File: src/common/mitu_pkg.sv
package mitu_pkg;

  // one instruction cycle is this many system clocks
  localparam int unsigned CLKS_PER_CYCLE = 4;
  localparam logic [1:0]  PHASE_LAST     = 2'h3;
  localparam logic [1:0]  PHASE_FIRST    = 2'h0;

  localparam int unsigned PC_W       = 13;
  localparam int unsigned STACK_D    = 8;
  localparam int unsigned SP_W       = 3;
  localparam logic [12:0] PC_RESET   = 13'h0000;
  localparam logic [2:0]  SP_RESET   = 3'h0;
  localparam logic [7:0]  ACC_RESET  = 8'h00;
  localparam logic [15:0] TBL_RESET  = 16'h0000;

  typedef enum logic [4:0] {
    OP_NOP,
    OP_TRANSFER_M2A,
    OP_TRANSFER_A2M,
    OP_TRANSFER_I2A,
    OP_ADD,
    OP_ADC,
    OP_SUB,
    OP_SBC,
    OP_AND,
    OP_OR,
    OP_XOR,
    OP_BITWISE_INVERT,
    OP_PLUS_ONE,
    OP_MINUS_ONE,
    OP_RIGHT_ROTATE,
    OP_LEFT_ROTATE,
    OP_RIGHT_ROTATE_VIA_CARRY,
    OP_LEFT_ROTATE_VIA_CARRY,
    OP_SKIP_IF_ZERO,
    OP_SKIP_IF_NONZERO,
    OP_JUMP,
    OP_CALL,
    OP_SUBROUTINE_EXIT,
    OP_INTERRUPT_EXIT,
    OP_TABLE_READ
  } mitu_op_type;

  typedef struct packed {
    mitu_op_type op;
    logic        use_imm;       // second operand is the immediate
    logic        to_mem;        // result goes to data memory
    logic        dest_pc_low;   // data memory target is the pc low byte
    logic [7:0]  imm;
    logic [7:0]  mem_data;      // operand read from data memory
    logic [12:0] target;        // branch address
  } mitu_instr_type;

  typedef struct packed {
    logic z;
    logic c;
    logic ac;
    logic ov;
  } mitu_flags_type;

  localparam mitu_flags_type FLAGS_RESET = '{z: 1'b0, c: 1'b0,
                                             ac: 1'b0, ov: 1'b0};

endpackage : mitu_pkg

File: src/core/mitu_core.sv
`timescale 1ns/1ps

module mitu_core (
  // clock and reset
  input  wire logic                    i_clk,
  input  wire logic                    i_sys_rst,
  // decoded instruction at o_prog_addr_r, and raw program word
  input  wire mitu_pkg::mitu_instr_type i_instr,
  input  wire logic [15:0]             i_prog_word,
  // program memory address
  output logic [12:0]                  o_prog_addr_r,
  output logic [15:0]                  o_tbl_word_r,
  // data memory write
  output logic                         o_mem_wr_r,
  output logic [7:0]                   o_mem_wdata_r,
  // core state
  output logic [7:0]                   o_acc_r,
  output mitu_pkg::mitu_flags_type     o_flags_r,
  output logic [1:0]                   o_phase_r,
  output logic                         o_exec_r,
  output logic                         o_int_exit_r
);

  typedef enum logic {ST_EXEC, ST_FLUSH} mitu_state_type;

  // two-cycle decode, used by the sequencer and its checks
  function automatic logic mitu_two_cycle(input mitu_pkg::mitu_op_type op);
    mitu_two_cycle = (op == mitu_pkg::OP_JUMP) ||
                     (op == mitu_pkg::OP_CALL) ||
                     (op == mitu_pkg::OP_SUBROUTINE_EXIT) ||
                     (op == mitu_pkg::OP_INTERRUPT_EXIT) ||
                     (op == mitu_pkg::OP_TABLE_READ);
  endfunction : mitu_two_cycle

  mitu_state_type           state_r;
  mitu_state_type           state_nxt;
  logic [12:0]              pc_r;
  logic [12:0]              pc_nxt;
  logic [2:0]               sp_r;
  logic [12:0]              stack_r [mitu_pkg::STACK_D];
  logic                     tbl_pending_r;
  logic                     exec_fire;
  logic [7:0]               src;
  logic [7:0]               alu_res;
  mitu_pkg::mitu_flags_type flags_nxt;
  logic                     res_valid;
  logic                     skip_taken;
  logic                     pc_low_wr;
  logic [8:0]               wide;
  logic [4:0]               nib;
  logic [12:0]              pc_inc;

  assign exec_fire = (state_r == ST_EXEC) &&
                     (o_phase_r == mitu_pkg::PHASE_LAST);
  assign src       = i_instr.use_imm ? i_instr.imm : i_instr.mem_data;
  assign pc_inc    = pc_r + 13'h0001;

  always_ff @(posedge i_clk) begin
    if (i_sys_rst) begin
      o_phase_r <= mitu_pkg::PHASE_FIRST;
    end else begin
      o_phase_r <= o_phase_r + 2'h1;
    end
  end

  // result and flag datapath
  always_comb begin
    alu_res   = o_acc_r;
    flags_nxt = o_flags_r;
    res_valid = 1'b0;
    wide      = 9'h000;
    nib       = 5'h00;
    unique case (i_instr.op)
      mitu_pkg::OP_TRANSFER_M2A,
      mitu_pkg::OP_TRANSFER_I2A: begin
        alu_res   = src;
        res_valid = 1'b1;
      end
      mitu_pkg::OP_TRANSFER_A2M: begin
        alu_res   = o_acc_r;
        res_valid = 1'b1;
      end
      mitu_pkg::OP_ADD, mitu_pkg::OP_ADC: begin
        wide = {1'b0, o_acc_r} + {1'b0, src} +
               {8'h00, (i_instr.op == mitu_pkg::OP_ADC) & o_flags_r.c};
        nib  = {1'b0, o_acc_r[3:0]} + {1'b0, src[3:0]} +
               {4'h0, (i_instr.op == mitu_pkg::OP_ADC) & o_flags_r.c};
        alu_res      = wide[7:0];
        flags_nxt.c  = wide[8];
        flags_nxt.ac = nib[4];
        flags_nxt.ov = (o_acc_r[7] == src[7]) && (wide[7] != o_acc_r[7]);
        flags_nxt.z  = (wide[7:0] == 8'h00);
        res_valid    = 1'b1;
      end
      mitu_pkg::OP_SUB, mitu_pkg::OP_SBC: begin
        // carry holds the borrow, so sbc chains multi-byte subtraction
        wide = {1'b0, o_acc_r} - {1'b0, src} -
               {8'h00, (i_instr.op == mitu_pkg::OP_SBC) & o_flags_r.c};
        nib  = {1'b0, o_acc_r[3:0]} - {1'b0, src[3:0]} -
               {4'h0, (i_instr.op == mitu_pkg::OP_SBC) & o_flags_r.c};
        alu_res      = wide[7:0];
        flags_nxt.c  = wide[8];
        flags_nxt.ac = nib[4];
        flags_nxt.ov = (o_acc_r[7] != src[7]) && (wide[7] != o_acc_r[7]);
        flags_nxt.z  = (wide[7:0] == 8'h00);
        res_valid    = 1'b1;
      end
      mitu_pkg::OP_AND, mitu_pkg::OP_OR, mitu_pkg::OP_XOR,
      mitu_pkg::OP_BITWISE_INVERT: begin
        if (i_instr.op == mitu_pkg::OP_AND) begin
          alu_res = o_acc_r & src;
        end else if (i_instr.op == mitu_pkg::OP_OR) begin
          alu_res = o_acc_r | src;
        end else if (i_instr.op == mitu_pkg::OP_XOR) begin
          alu_res = o_acc_r ^ src;
        end else begin
          alu_res = ~src;
        end
        flags_nxt.z = (alu_res == 8'h00);
        res_valid   = 1'b1;
      end
      mitu_pkg::OP_PLUS_ONE, mitu_pkg::OP_MINUS_ONE: begin
        alu_res = (i_instr.op == mitu_pkg::OP_PLUS_ONE) ?
                  src + 8'h01 : src - 8'h01;
        flags_nxt.z = (alu_res == 8'h00);
        res_valid   = 1'b1;
      end
      mitu_pkg::OP_RIGHT_ROTATE: begin
        alu_res   = {src[0], src[7:1]};
        res_valid = 1'b1;
      end
      mitu_pkg::OP_LEFT_ROTATE: begin
        alu_res   = {src[6:0], src[7]};
        res_valid = 1'b1;
      end
      mitu_pkg::OP_RIGHT_ROTATE_VIA_CARRY: begin
        alu_res     = {o_flags_r.c, src[7:1]};
        flags_nxt.c = src[0];
        res_valid   = 1'b1;
      end
      mitu_pkg::OP_LEFT_ROTATE_VIA_CARRY: begin
        alu_res     = {src[6:0], o_flags_r.c};
        flags_nxt.c = src[7];
        res_valid   = 1'b1;
      end
      default: begin
        alu_res = o_acc_r;
      end
    endcase
  end

  assign skip_taken = exec_fire &&
    (((i_instr.op == mitu_pkg::OP_SKIP_IF_ZERO) && (src == 8'h00)) ||
     ((i_instr.op == mitu_pkg::OP_SKIP_IF_NONZERO) && (src != 8'h00)));
  assign pc_low_wr  = exec_fire && res_valid && i_instr.to_mem &&
                      i_instr.dest_pc_low;

  // program counter and sequencing
  always_comb begin
    pc_nxt    = pc_r;
    state_nxt = state_r;
    if (exec_fire) begin
      pc_nxt    = pc_inc;
      state_nxt = ST_EXEC;
      if (pc_low_wr) begin
        pc_nxt    = {pc_r[12:8], alu_res};
        state_nxt = ST_FLUSH;
      end else if (skip_taken) begin
        pc_nxt    = pc_r + 13'h0002;
        state_nxt = ST_FLUSH;
      end else if (mitu_two_cycle(i_instr.op)) begin
        state_nxt = ST_FLUSH;
        unique case (i_instr.op)
          mitu_pkg::OP_JUMP, mitu_pkg::OP_CALL: pc_nxt = i_instr.target;
          mitu_pkg::OP_SUBROUTINE_EXIT,
          mitu_pkg::OP_INTERRUPT_EXIT: pc_nxt = stack_r[sp_r - 3'h1];
          default: pc_nxt = pc_inc;
        endcase
      end
    end else if ((state_r == ST_FLUSH) &&
                 (o_phase_r == mitu_pkg::PHASE_LAST)) begin
      state_nxt = ST_EXEC;
    end
  end

  always_ff @(posedge i_clk) begin
    if (i_sys_rst) begin
      state_r <= ST_EXEC;
      pc_r    <= mitu_pkg::PC_RESET;
    end else begin
      state_r <= state_nxt;
      pc_r    <= pc_nxt;
    end
  end

  // fetch address; a table read borrows it for the flush cycle
  always_ff @(posedge i_clk) begin
    if (i_sys_rst) begin
      o_prog_addr_r <= mitu_pkg::PC_RESET;
      tbl_pending_r <= 1'b0;
      o_tbl_word_r  <= mitu_pkg::TBL_RESET;
    end else if (exec_fire && (i_instr.op == mitu_pkg::OP_TABLE_READ)) begin
      o_prog_addr_r <= {pc_r[12:8], o_acc_r};
      tbl_pending_r <= 1'b1;
    end else if ((state_r == ST_FLUSH) &&
                 (o_phase_r == mitu_pkg::PHASE_LAST)) begin
      if (tbl_pending_r) begin
        o_tbl_word_r <= i_prog_word;
      end
      tbl_pending_r <= 1'b0;
      o_prog_addr_r <= pc_r;
    end else if (!tbl_pending_r) begin
      // table address must stand until the word is captured
      o_prog_addr_r <= pc_nxt;
    end
  end

  // return stack, wraps after eight levels
  always_ff @(posedge i_clk) begin
    if (i_sys_rst) begin
      sp_r <= mitu_pkg::SP_RESET;
    end else if (exec_fire && (i_instr.op == mitu_pkg::OP_CALL)) begin
      stack_r[sp_r] <= pc_inc;
      sp_r          <= sp_r + 3'h1;
    end else if (exec_fire &&
                 ((i_instr.op == mitu_pkg::OP_SUBROUTINE_EXIT) ||
                  (i_instr.op == mitu_pkg::OP_INTERRUPT_EXIT))) begin
      sp_r <= sp_r - 3'h1;
    end
  end

  // accumulator and flags
  always_ff @(posedge i_clk) begin
    if (i_sys_rst) begin
      o_acc_r   <= mitu_pkg::ACC_RESET;
      o_flags_r <= mitu_pkg::FLAGS_RESET;
    end else if (exec_fire && res_valid) begin
      if (!i_instr.to_mem && (i_instr.op != mitu_pkg::OP_TRANSFER_A2M)) begin
        o_acc_r <= alu_res;
      end
      o_flags_r <= flags_nxt;
    end
  end

  // data memory write; a pc low byte target is written to pc_r, not to memory
  always_ff @(posedge i_clk) begin
    if (i_sys_rst) begin
      o_mem_wr_r    <= 1'b0;
      o_mem_wdata_r <= mitu_pkg::ACC_RESET;
    end else begin
      o_mem_wr_r <= exec_fire && res_valid && !i_instr.dest_pc_low &&
                    (i_instr.to_mem ||
                     (i_instr.op == mitu_pkg::OP_TRANSFER_A2M));
      if (exec_fire && res_valid) begin
        o_mem_wdata_r <= alu_res;
      end
    end
  end

  always_ff @(posedge i_clk) begin
    if (i_sys_rst) begin
      o_exec_r     <= 1'b0;
      o_int_exit_r <= 1'b0;
    end else begin
      o_exec_r     <= exec_fire;
      o_int_exit_r <= exec_fire &&
                      (i_instr.op == mitu_pkg::OP_INTERRUPT_EXIT);
    end
  end

  property p_phase_wrap;
    @(posedge i_clk) disable iff (i_sys_rst)
      (o_phase_r == mitu_pkg::PHASE_LAST) |=>
        (o_phase_r == mitu_pkg::PHASE_FIRST) ##3
        (o_phase_r == mitu_pkg::PHASE_LAST);
  endproperty
  a_phase_wrap: assert property (p_phase_wrap)
    else $error("instruction cycle is not four clocks");

  property p_two_cycle;
    @(posedge i_clk) disable iff (i_sys_rst)
      (exec_fire && mitu_two_cycle(i_instr.op)) |=>
        (!exec_fire) [*7] ##1 exec_fire;
  endproperty
  a_two_cycle: assert property (p_two_cycle)
    else $error("two-cycle instruction did not take eight clocks");

  property p_pc_low;
    @(posedge i_clk) disable iff (i_sys_rst)
      pc_low_wr |=> (pc_r[7:0] == $past(alu_res)) && (state_r == ST_FLUSH);
  endproperty
  a_pc_low: assert property (p_pc_low)
    else $error("pc low byte write did not jump with extra cycle");

  property p_skip;
    @(posedge i_clk) disable iff (i_sys_rst)
      skip_taken |=> (pc_r == $past(pc_r) + 13'h0002) ##7 exec_fire;
  endproperty
  a_skip: assert property (p_skip)
    else $error("taken skip did not advance by two after one extra cycle");

  property p_plain_one;
    @(posedge i_clk) disable iff (i_sys_rst)
      (exec_fire && !skip_taken && !pc_low_wr &&
       !mitu_two_cycle(i_instr.op)) |-> ##4 exec_fire;
  endproperty
  a_plain_one: assert property (p_plain_one)
    else $error("single-cycle instruction stalled");

  property p_imm_move;
    @(posedge i_clk) disable iff (i_sys_rst)
      (exec_fire && (i_instr.op == mitu_pkg::OP_TRANSFER_I2A) &&
       i_instr.use_imm && !i_instr.to_mem) |=>
        (o_acc_r == $past(i_instr.imm));
  endproperty
  a_imm_move: assert property (p_imm_move)
    else $error("immediate move did not load the accumulator");

  property p_add_carry;
    @(posedge i_clk) disable iff (i_sys_rst)
      (exec_fire && (i_instr.op == mitu_pkg::OP_ADD)) |=>
        (o_flags_r.c ==
         (({1'b0, $past(o_acc_r)} + {1'b0, $past(src)}) > 9'h0ff));
  endproperty
  a_add_carry: assert property (p_add_carry)
    else $error("add carry wrong");

  property p_inc_acc;
    @(posedge i_clk) disable iff (i_sys_rst)
      (exec_fire && (i_instr.op == mitu_pkg::OP_PLUS_ONE) &&
       !i_instr.to_mem) |=>
        (o_acc_r == $past(src) + 8'h01) && $stable(o_flags_r.c);
  endproperty
  a_inc_acc: assert property (p_inc_acc)
    else $error("increment to accumulator wrong");

  property p_logic_zero;
    @(posedge i_clk) disable iff (i_sys_rst)
      (exec_fire && !i_instr.to_mem &&
       ((i_instr.op == mitu_pkg::OP_AND) || (i_instr.op == mitu_pkg::OP_XOR) ||
        (i_instr.op == mitu_pkg::OP_OR))) |=>
        (o_flags_r.z == (o_acc_r == 8'h00));
  endproperty
  a_logic_zero: assert property (p_logic_zero)
    else $error("logic zero flag wrong");

  property p_mem_dest;
    @(posedge i_clk) disable iff (i_sys_rst)
      (exec_fire && res_valid && i_instr.to_mem && !i_instr.dest_pc_low) |=>
        o_mem_wr_r && $stable(o_acc_r);
  endproperty
  a_mem_dest: assert property (p_mem_dest)
    else $error("memory destination touched the accumulator");

  property p_rrc;
    @(posedge i_clk) disable iff (i_sys_rst)
      (exec_fire && (i_instr.op == mitu_pkg::OP_RIGHT_ROTATE_VIA_CARRY) &&
       !i_instr.to_mem) |=>
        (o_flags_r.c == $past(src[0])) && (o_acc_r[7] == $past(o_flags_r.c));
  endproperty
  a_rrc: assert property (p_rrc)
    else $error("rotate through carry wrong");

  property p_rot_flags;
    @(posedge i_clk) disable iff (i_sys_rst)
      (exec_fire && ((i_instr.op == mitu_pkg::OP_RIGHT_ROTATE) ||
                     (i_instr.op == mitu_pkg::OP_LEFT_ROTATE))) |=>
        $stable(o_flags_r);
  endproperty
  a_rot_flags: assert property (p_rot_flags)
    else $error("plain rotate changed flags");

endmodule : mitu_core

File: config.mk
export PLATFORM = sky130hd
export DESIGN_NAME = mitu_core
export DESIGN_NICKNAME = d
export VERILOG_FILES = /design/src/common/mitu_pkg.sv /design/src/core/mitu_core.sv
export SDC_FILE = /design/constraint.sdc
export NUM_CORES = 1
export LEC_CHECK = 0
export BUFFER_PORTS_ARGS = -buffer_cell sky130_fd_sc_hd__buf_4
export CAP_MARGIN = 0
export CORE_UTILIZATION = 60
export DETAILED_ROUTE_END_ITERATION = 12
export GPL_TIMING_DRIVEN = 0
export PLACE_DENSITY = 0.81
export REMOVE_ABC_BUFFERS = 1
export SLEW_MARGIN = 20
export SYNTH_ARGS = -nofsm -noshare
export SYNTH_HDL_FRONTEND = slang
export SYNTH_SLANG_ARGS = --single-unit
File: constraint.sdc
create_clock -name i_clk -period 4.35 [get_ports i_clk]
set_input_delay 0.435 -clock i_clk [delete_from_list [all_inputs] [get_ports i_clk]]
set_output_delay 0.435 -clock i_clk [all_outputs]
set_load 0.03 [all_outputs]
# [Yosys cells after proc, flatten, opt, wreduce, memory -nomap -nowiden]
# Memories as Yosys holds them, arrays and structs flattened.
# Index checks and enable logic that the tools add are counted.
[op_classes] addsub=15 mul=0 n_div=0 n_lt_le_gt_ge=0 n_eq_ne=31 n_shift=0 mux=30 bitwise=8 n_reduce_logical=51
[ops] cell="two-way mux 13 bit" n=7
[ops] cell="case mux 8 bit (9 select lines)" n=1
[ops] cell="two-way mux 8 bit" n=6
[ops] cell="equality test 5 bit, second input constant" n=9
[ops] cell="equality test 5 x 4 -> 1 bit, second input constant" n=8
[ops] cell="zero test 8 bit" n=5
[ops] cell="case mux 13 bit (2 select lines)" n=1
[ops] cell="equality test 5 x 3 -> 1 bit, second input constant" n=4
[ops] cell="logical AND 1 bit" n=17
[ops] cell="OR reduction 17 bit" n=1
[ops] cell="adder 13 x 1 -> 13 bit, second input constant" n=1
[ops] cell="adder 13 x 2 -> 13 bit, second input constant" n=1
[ops] cell="OR reduction 2 bit" n=6
[ops] cell="equality test 5 x 2 -> 1 bit, second input constant" n=2
[ops] cell="two-way mux 1 bit" n=10
[ops] cell="adder 8 x 8 -> 9 bit" n=1
[ops] cell="adder 9 x 1 -> 9 bit" n=1
[ops] cell="subtractor 8 x 8 -> 9 bit" n=1
[ops] cell="subtractor 9 x 1 -> 9 bit" n=1
[ops] cell="adder 8 x 1 -> 8 bit, second input constant" n=1
[ops] cell="AND 8 bit" n=1
[ops] cell="inverter 8 bit" n=1
[ops] cell="OR 8 bit" n=1
[ops] cell="case mux 1 bit (4 select lines)" n=2
[ops] cell="27 further kinds" n=46
[word_totals] regBits=72 latch_bits=0 mem_bits_rw=104 mem_bits_ro=0 inputBits=55 out_inout_bits=54 word_cells=152 n_memories=1
[mem_list] memory="stack_r" depth=8 width=13 read_ports=1 rd_ports_with_merged_regs=0 wr=1 line_no="mitu_core.sv:40" rtl="logic [12:0] stack_r [mitu_pkg::STACK_D];"

# [Longest topological paths before layout]
[depth] depth_word=12 mapped_depth=16 depth_no_buf=14

# [Least setup slack after synthesis]
# Ideal clock, no wire load.
[synth_timing] path_type="input to register" from="input port i_instr[32] in the netlist's numbering" to="register pc_r[6]" setup_time_ns=0.132 arrival_time_ns=3.637 required_ns=4.218 setup_slack_ns=0.580 stages=16 n_path_buf=4 path_cell_list="buf_2 > clkbuf_1 > clkbuf_1 > clkbuf_1 > nand3_1 > fa_1 > inv_1 > fa_1 > nand2b_1 > a2111o_1 > nand2_1 > xor2_1 > o221a_2 > o221ai_1 > a32oi_1 > a21oi_1"
[synth_via] elab_chain_cells=9 word_cells_on_any_way=59 classes_between="add/sub: 2; eq/ne: 24; mux: 12; bitwise: 2; reduce/logical: 19"
[synth_lines] element="start: declaration" line_no="mitu_core.sv:8" rtl="input wire mitu_pkg::mitu_instr_type i_instr,"
[synth_lines] element="parallel branches: the longest is 7 deep, another holds subtractor 9 x 1 -> 9 bit"
[synth_lines] element="two-way mux 13 bit *" line_no="mitu_core.sv:165" rtl="if (pc_low_wr) begin"
[synth_lines] element="two-way mux 13 bit *" line_no="mitu_core.sv:162" rtl="if (exec_fire) begin"
[synth_lines] element="end signal: assignment" line_no="mitu_core.sv:189" rtl="pc_r <= mitu_pkg::PC_RESET;"
[synth_lines] element="end signal: assignment" line_no="mitu_core.sv:192" rtl="pc_r <= pc_nxt;"
[synth_lines] element="end: declaration" line_no="mitu_core.sv:37" rtl="logic [12:0] pc_r;"
# Every way passes the cells marked *. The select of a mux whose other input is x is not followed.
# A chain may end at the register's enable or synchronous reset.

# [Final worst setup path]
[layout_timing] from="input port i_instr[33] in the netlist's numbering" to="register o_prog_addr_r[7]"
[layout_via] elab_chain_cells=12 word_cells_on_any_way=64 classes_between="add/sub: 2; eq/ne: 25; mux: 15; bitwise: 2; reduce/logical: 20"
[layout_lines] element="parallel branches: the longest is 12 deep, another holds subtractor 9 x 1 -> 9 bit"
[layout_lines] element="end signal: assignment" line_no="mitu_core.sv:203" rtl="o_prog_addr_r <= {pc_r[12:8], o_acc_r};"
[layout_lines] element="end signal: assignment" line_no="mitu_core.sv:211" rtl="o_prog_addr_r <= pc_r;"
[layout_lines] element="end signal: assignment" line_no="mitu_core.sv:214" rtl="o_prog_addr_r <= pc_nxt;"
[layout_lines] element="end: declaration" line_no="mitu_core.sv:11" rtl="output logic [12:0] o_prog_addr_r,"
# Parallel ways; which one is timed is not known. The select of a mux whose other input is x is not followed.

==> results.tsv <==
metric	value	unit
H-Tree Depth	4	
Post-synth EDFFs	104	
CP max-delay cell	fa_1	
Max Freq	242	MHz
Switch Pwr	0.000999	W
wire length per cell	21.4	um
Worst EP required	4.64	ns
DR DRC count	0	
mean area per synthesized cell	10.2	um2
core area	0.0167	mm2
status	finished clean	
M2 GR Usage	0.502	
final-report max-slew violation count	0	
max_slew headroom	0.324	
RSZ-0062 raised after global routing	false	
Comb power frac	0.144	
PD cells	320	mW/mm2
Starting Density	0.619	
first-pass GRT wire length	44100	um
CTS Root Cell	clkbuf_16	
Post-DRT Antenna Nets	0	
WP buf/inv	2	
GR Util met3	0.0491	
critical-path cell list	buf_4 > nand2b_1 > nor3_2 > nand3_1 > fa_1 > inv_1 > ha_1 > o21ai_0 > nand3_1 > a41oi_1 > mux2i_1 > nand4_1 > a21oi_1 > nor4_2 > o2bb2ai_1	
CP max stage delay	0.55	ns
synthesized area	0.0103	mm2
CTS Buf Count	17	
Pint	0.00279	W
CTS tree	done	
flop2flop setup slack	0.48	ns
busiest grt layer	met2	
MaxCap Viol Count	0	
post-synthesis instance total	1014	
Total Wirelength	28200	um
Final min period	4.13	ns
DRT Pass-1 Iters	5	
Die ar.	0.0178	mm2
vias in the first global route	8153	
quantity of gates resized following cts	0	
Critical Path Fanout Max	42	
final cell count without fillers	1318	
largest net degree at the start of global routing	67	
GR Util met1	0.450	
NumNets Final	1188	
final setup vio count	0	
CP arrival	4.42	ns
part of the power in registers	0.474	
kind of critical path	input pin to flip-flop	
Die Wd	133	um
Fin. Hold Viols	0	
cell area after layout	0.0118	mm2
flip-flop and latch count after synthesis	176	
Startpoint Class	input pin	
Die Y	133	um
GRT Resource Usage Total	0.323	
Top cell by count, worst path	nand3_1	
min-delay worst type	input pin to flip-flop	
Longest Clk Path Bufs	2	
Clk network pwr share	0.383	
CTS clock-pin slew for the worst setup and hold paths	0.07	ns
post-CTS setup buffer count	0	
Max rail drop VDD	0.304	mV
Lkg Pwr	4.29	nW
sequential area share after synthesis	0.441	
cell family contributing the most delay on the critical path	simple AND/OR/NAND/NOR gates	
initial antenna violation count	0	
vias per cell	6.65	
fraction of layout cells with a size suffix above 1	0.194	
CTS Hold Bufs	0	
IO Port Bufs	108	
Congestion Overflow GR	0	
Ports	109	
clock sink count	176	
n_diodes	0	
Row Count	47	
final period utilization	0.949	
slew at the pin with the worst max-slew slack	0.986	ns
commonest non-fill, non-tap cells in the layout	111 x buf_4, 104 x edfxtp_1, 100 x nand2_1	
distinct cell type count after synthesis	93	
switching share of power	0.263	
Post-DP HPWL	19800	um
most common cell after layout, fill and taps aside	buf_4	
Post-synth ARST share	0	
vias	8766	
first-iteration detailed-routing DRC count	1059	
Yosys warnings	0	
Post-DP Area	0.0113	mm2
worst-skew pair later-pin latency	0.43	ns
Main synth FF type	edfxtp_1	
RD Place Congestion	0.985	
Worst Clk Skew	0.00935	ns
Critical Path End Type	flip-flop	
Inst Count DP	1286	
Layout area overhead	14.5	%
[synth_stat cells, drive strengths merged (26+ instances only)]
| cell | count | area share |
|---|---|---|
| inv | 41 | 0.015 |
| edfxtp | 104 | 0.30 |
| mux4 | 26 | 0.057 |
| nand2 | 100 | 0.036 |
| ha | 43 | 0.052 |
| o21ai | 42 | 0.022 |
| a21oi | 72 | 0.035 |
| nand3 | 31 | 0.015 |
| nor2 | 88 | 0.032 |
| dfxtp | 72 | 0.14 |
| clkbuf | 40 | 0.015 |
| mux2i | 32 | 0.031 |
[cell type report]
class                      count  area (um2)
sequential                   176        4570
inverter                      41         154
tap                          220         275
fill                        1265        4860
clock buffer                  22         454
clock inverter                10         104
multi-input combinational    735        5410
timing repair buffer         114         881
[final timing paths]
check | depth (start not counted) | end | start
setup / recovery | 15 | o_prog_addr_r[7] | i_instr[33]
hold / removal | 2 | o_mem_wr_r | i_instr[29]
hold reg to reg | 2 | o_flags_r[0] | o_flags_r[0]
setup reg to reg | 9 | o_prog_addr_r[2] | sp_r[0]
[sequential cells by signal, indices dropped and copies added (netlist names)]
register	count
pc_r	13
o_flags_r	4
o_prog_addr_r	13
stack_r	104
o_mem_wdata_r	8
tbl_pending_r	1
o_exec_r	1
o_phase_r	2
o_acc_r	8
o_mem_wr_r	1
state_r	1
o_tbl_word_r	16
sp_r	3
o_int_exit_r	1
[layer usage]
layer,part of all wire,vias up
li1,-,3966
met1,0.41,4212
met2,0.47,509
met3,0.088,79
met4,0.034,0
met5,0,-
[power groups by stage]
stage	sequential, W	clock (W)	combinational (W)
3_5_place_dp	0.00183	0	0.000529
5_1_grt	0.00180	0.00151	0.000590
6_report	0.00180	0.00145	0.000545
4_1_cts	0.00180	0.00145	0.000533
2_1_floorplan	0.00185	0	0.000315
3_3_place_gp	0.00183	0	0.000518
[metrics by stage]
| stage | setup TNS (ns) | total power [W] | setup WS, ns | utilization | hold WS (ns) |
|---|---|---|---|---|---|
| final | 0 | 0.00379 | 0.224 | 0.709 | 0.236 |
| after global routing | 0 | 0.00390 | 0.00971 | 0.709 | 0.238 |
| after CTS | 0 | 0.00378 | 0.280 | 0.709 | 0.215 |
| after detailed placement | -0.364 | 0.00236 | -0.108 | 0.675 | 0.446 |
| after global placement | -24.95 | 0.00235 | -1.22 | 0.668 | 0.443 |
| after floorplan | 0 | 0.00216 | 0.580 | - | 0.490 |
[cells by family after synthesis]
group | after synthesis | synth area share
buffers and inverters | 103 | 0.0413
multiplexers | 59 | 0.0890
flip-flops | 176 | 0.441
XOR/XNOR | 34 | 0.0288
AND/OR/NAND/NOR | 333 | 0.161
adder cells (fa/ha/maj) | 48 | 0.0617
AO/OA/AOI/OAI | 261 | 0.177
Note: power is estimated with default switching activity, not from simulation.
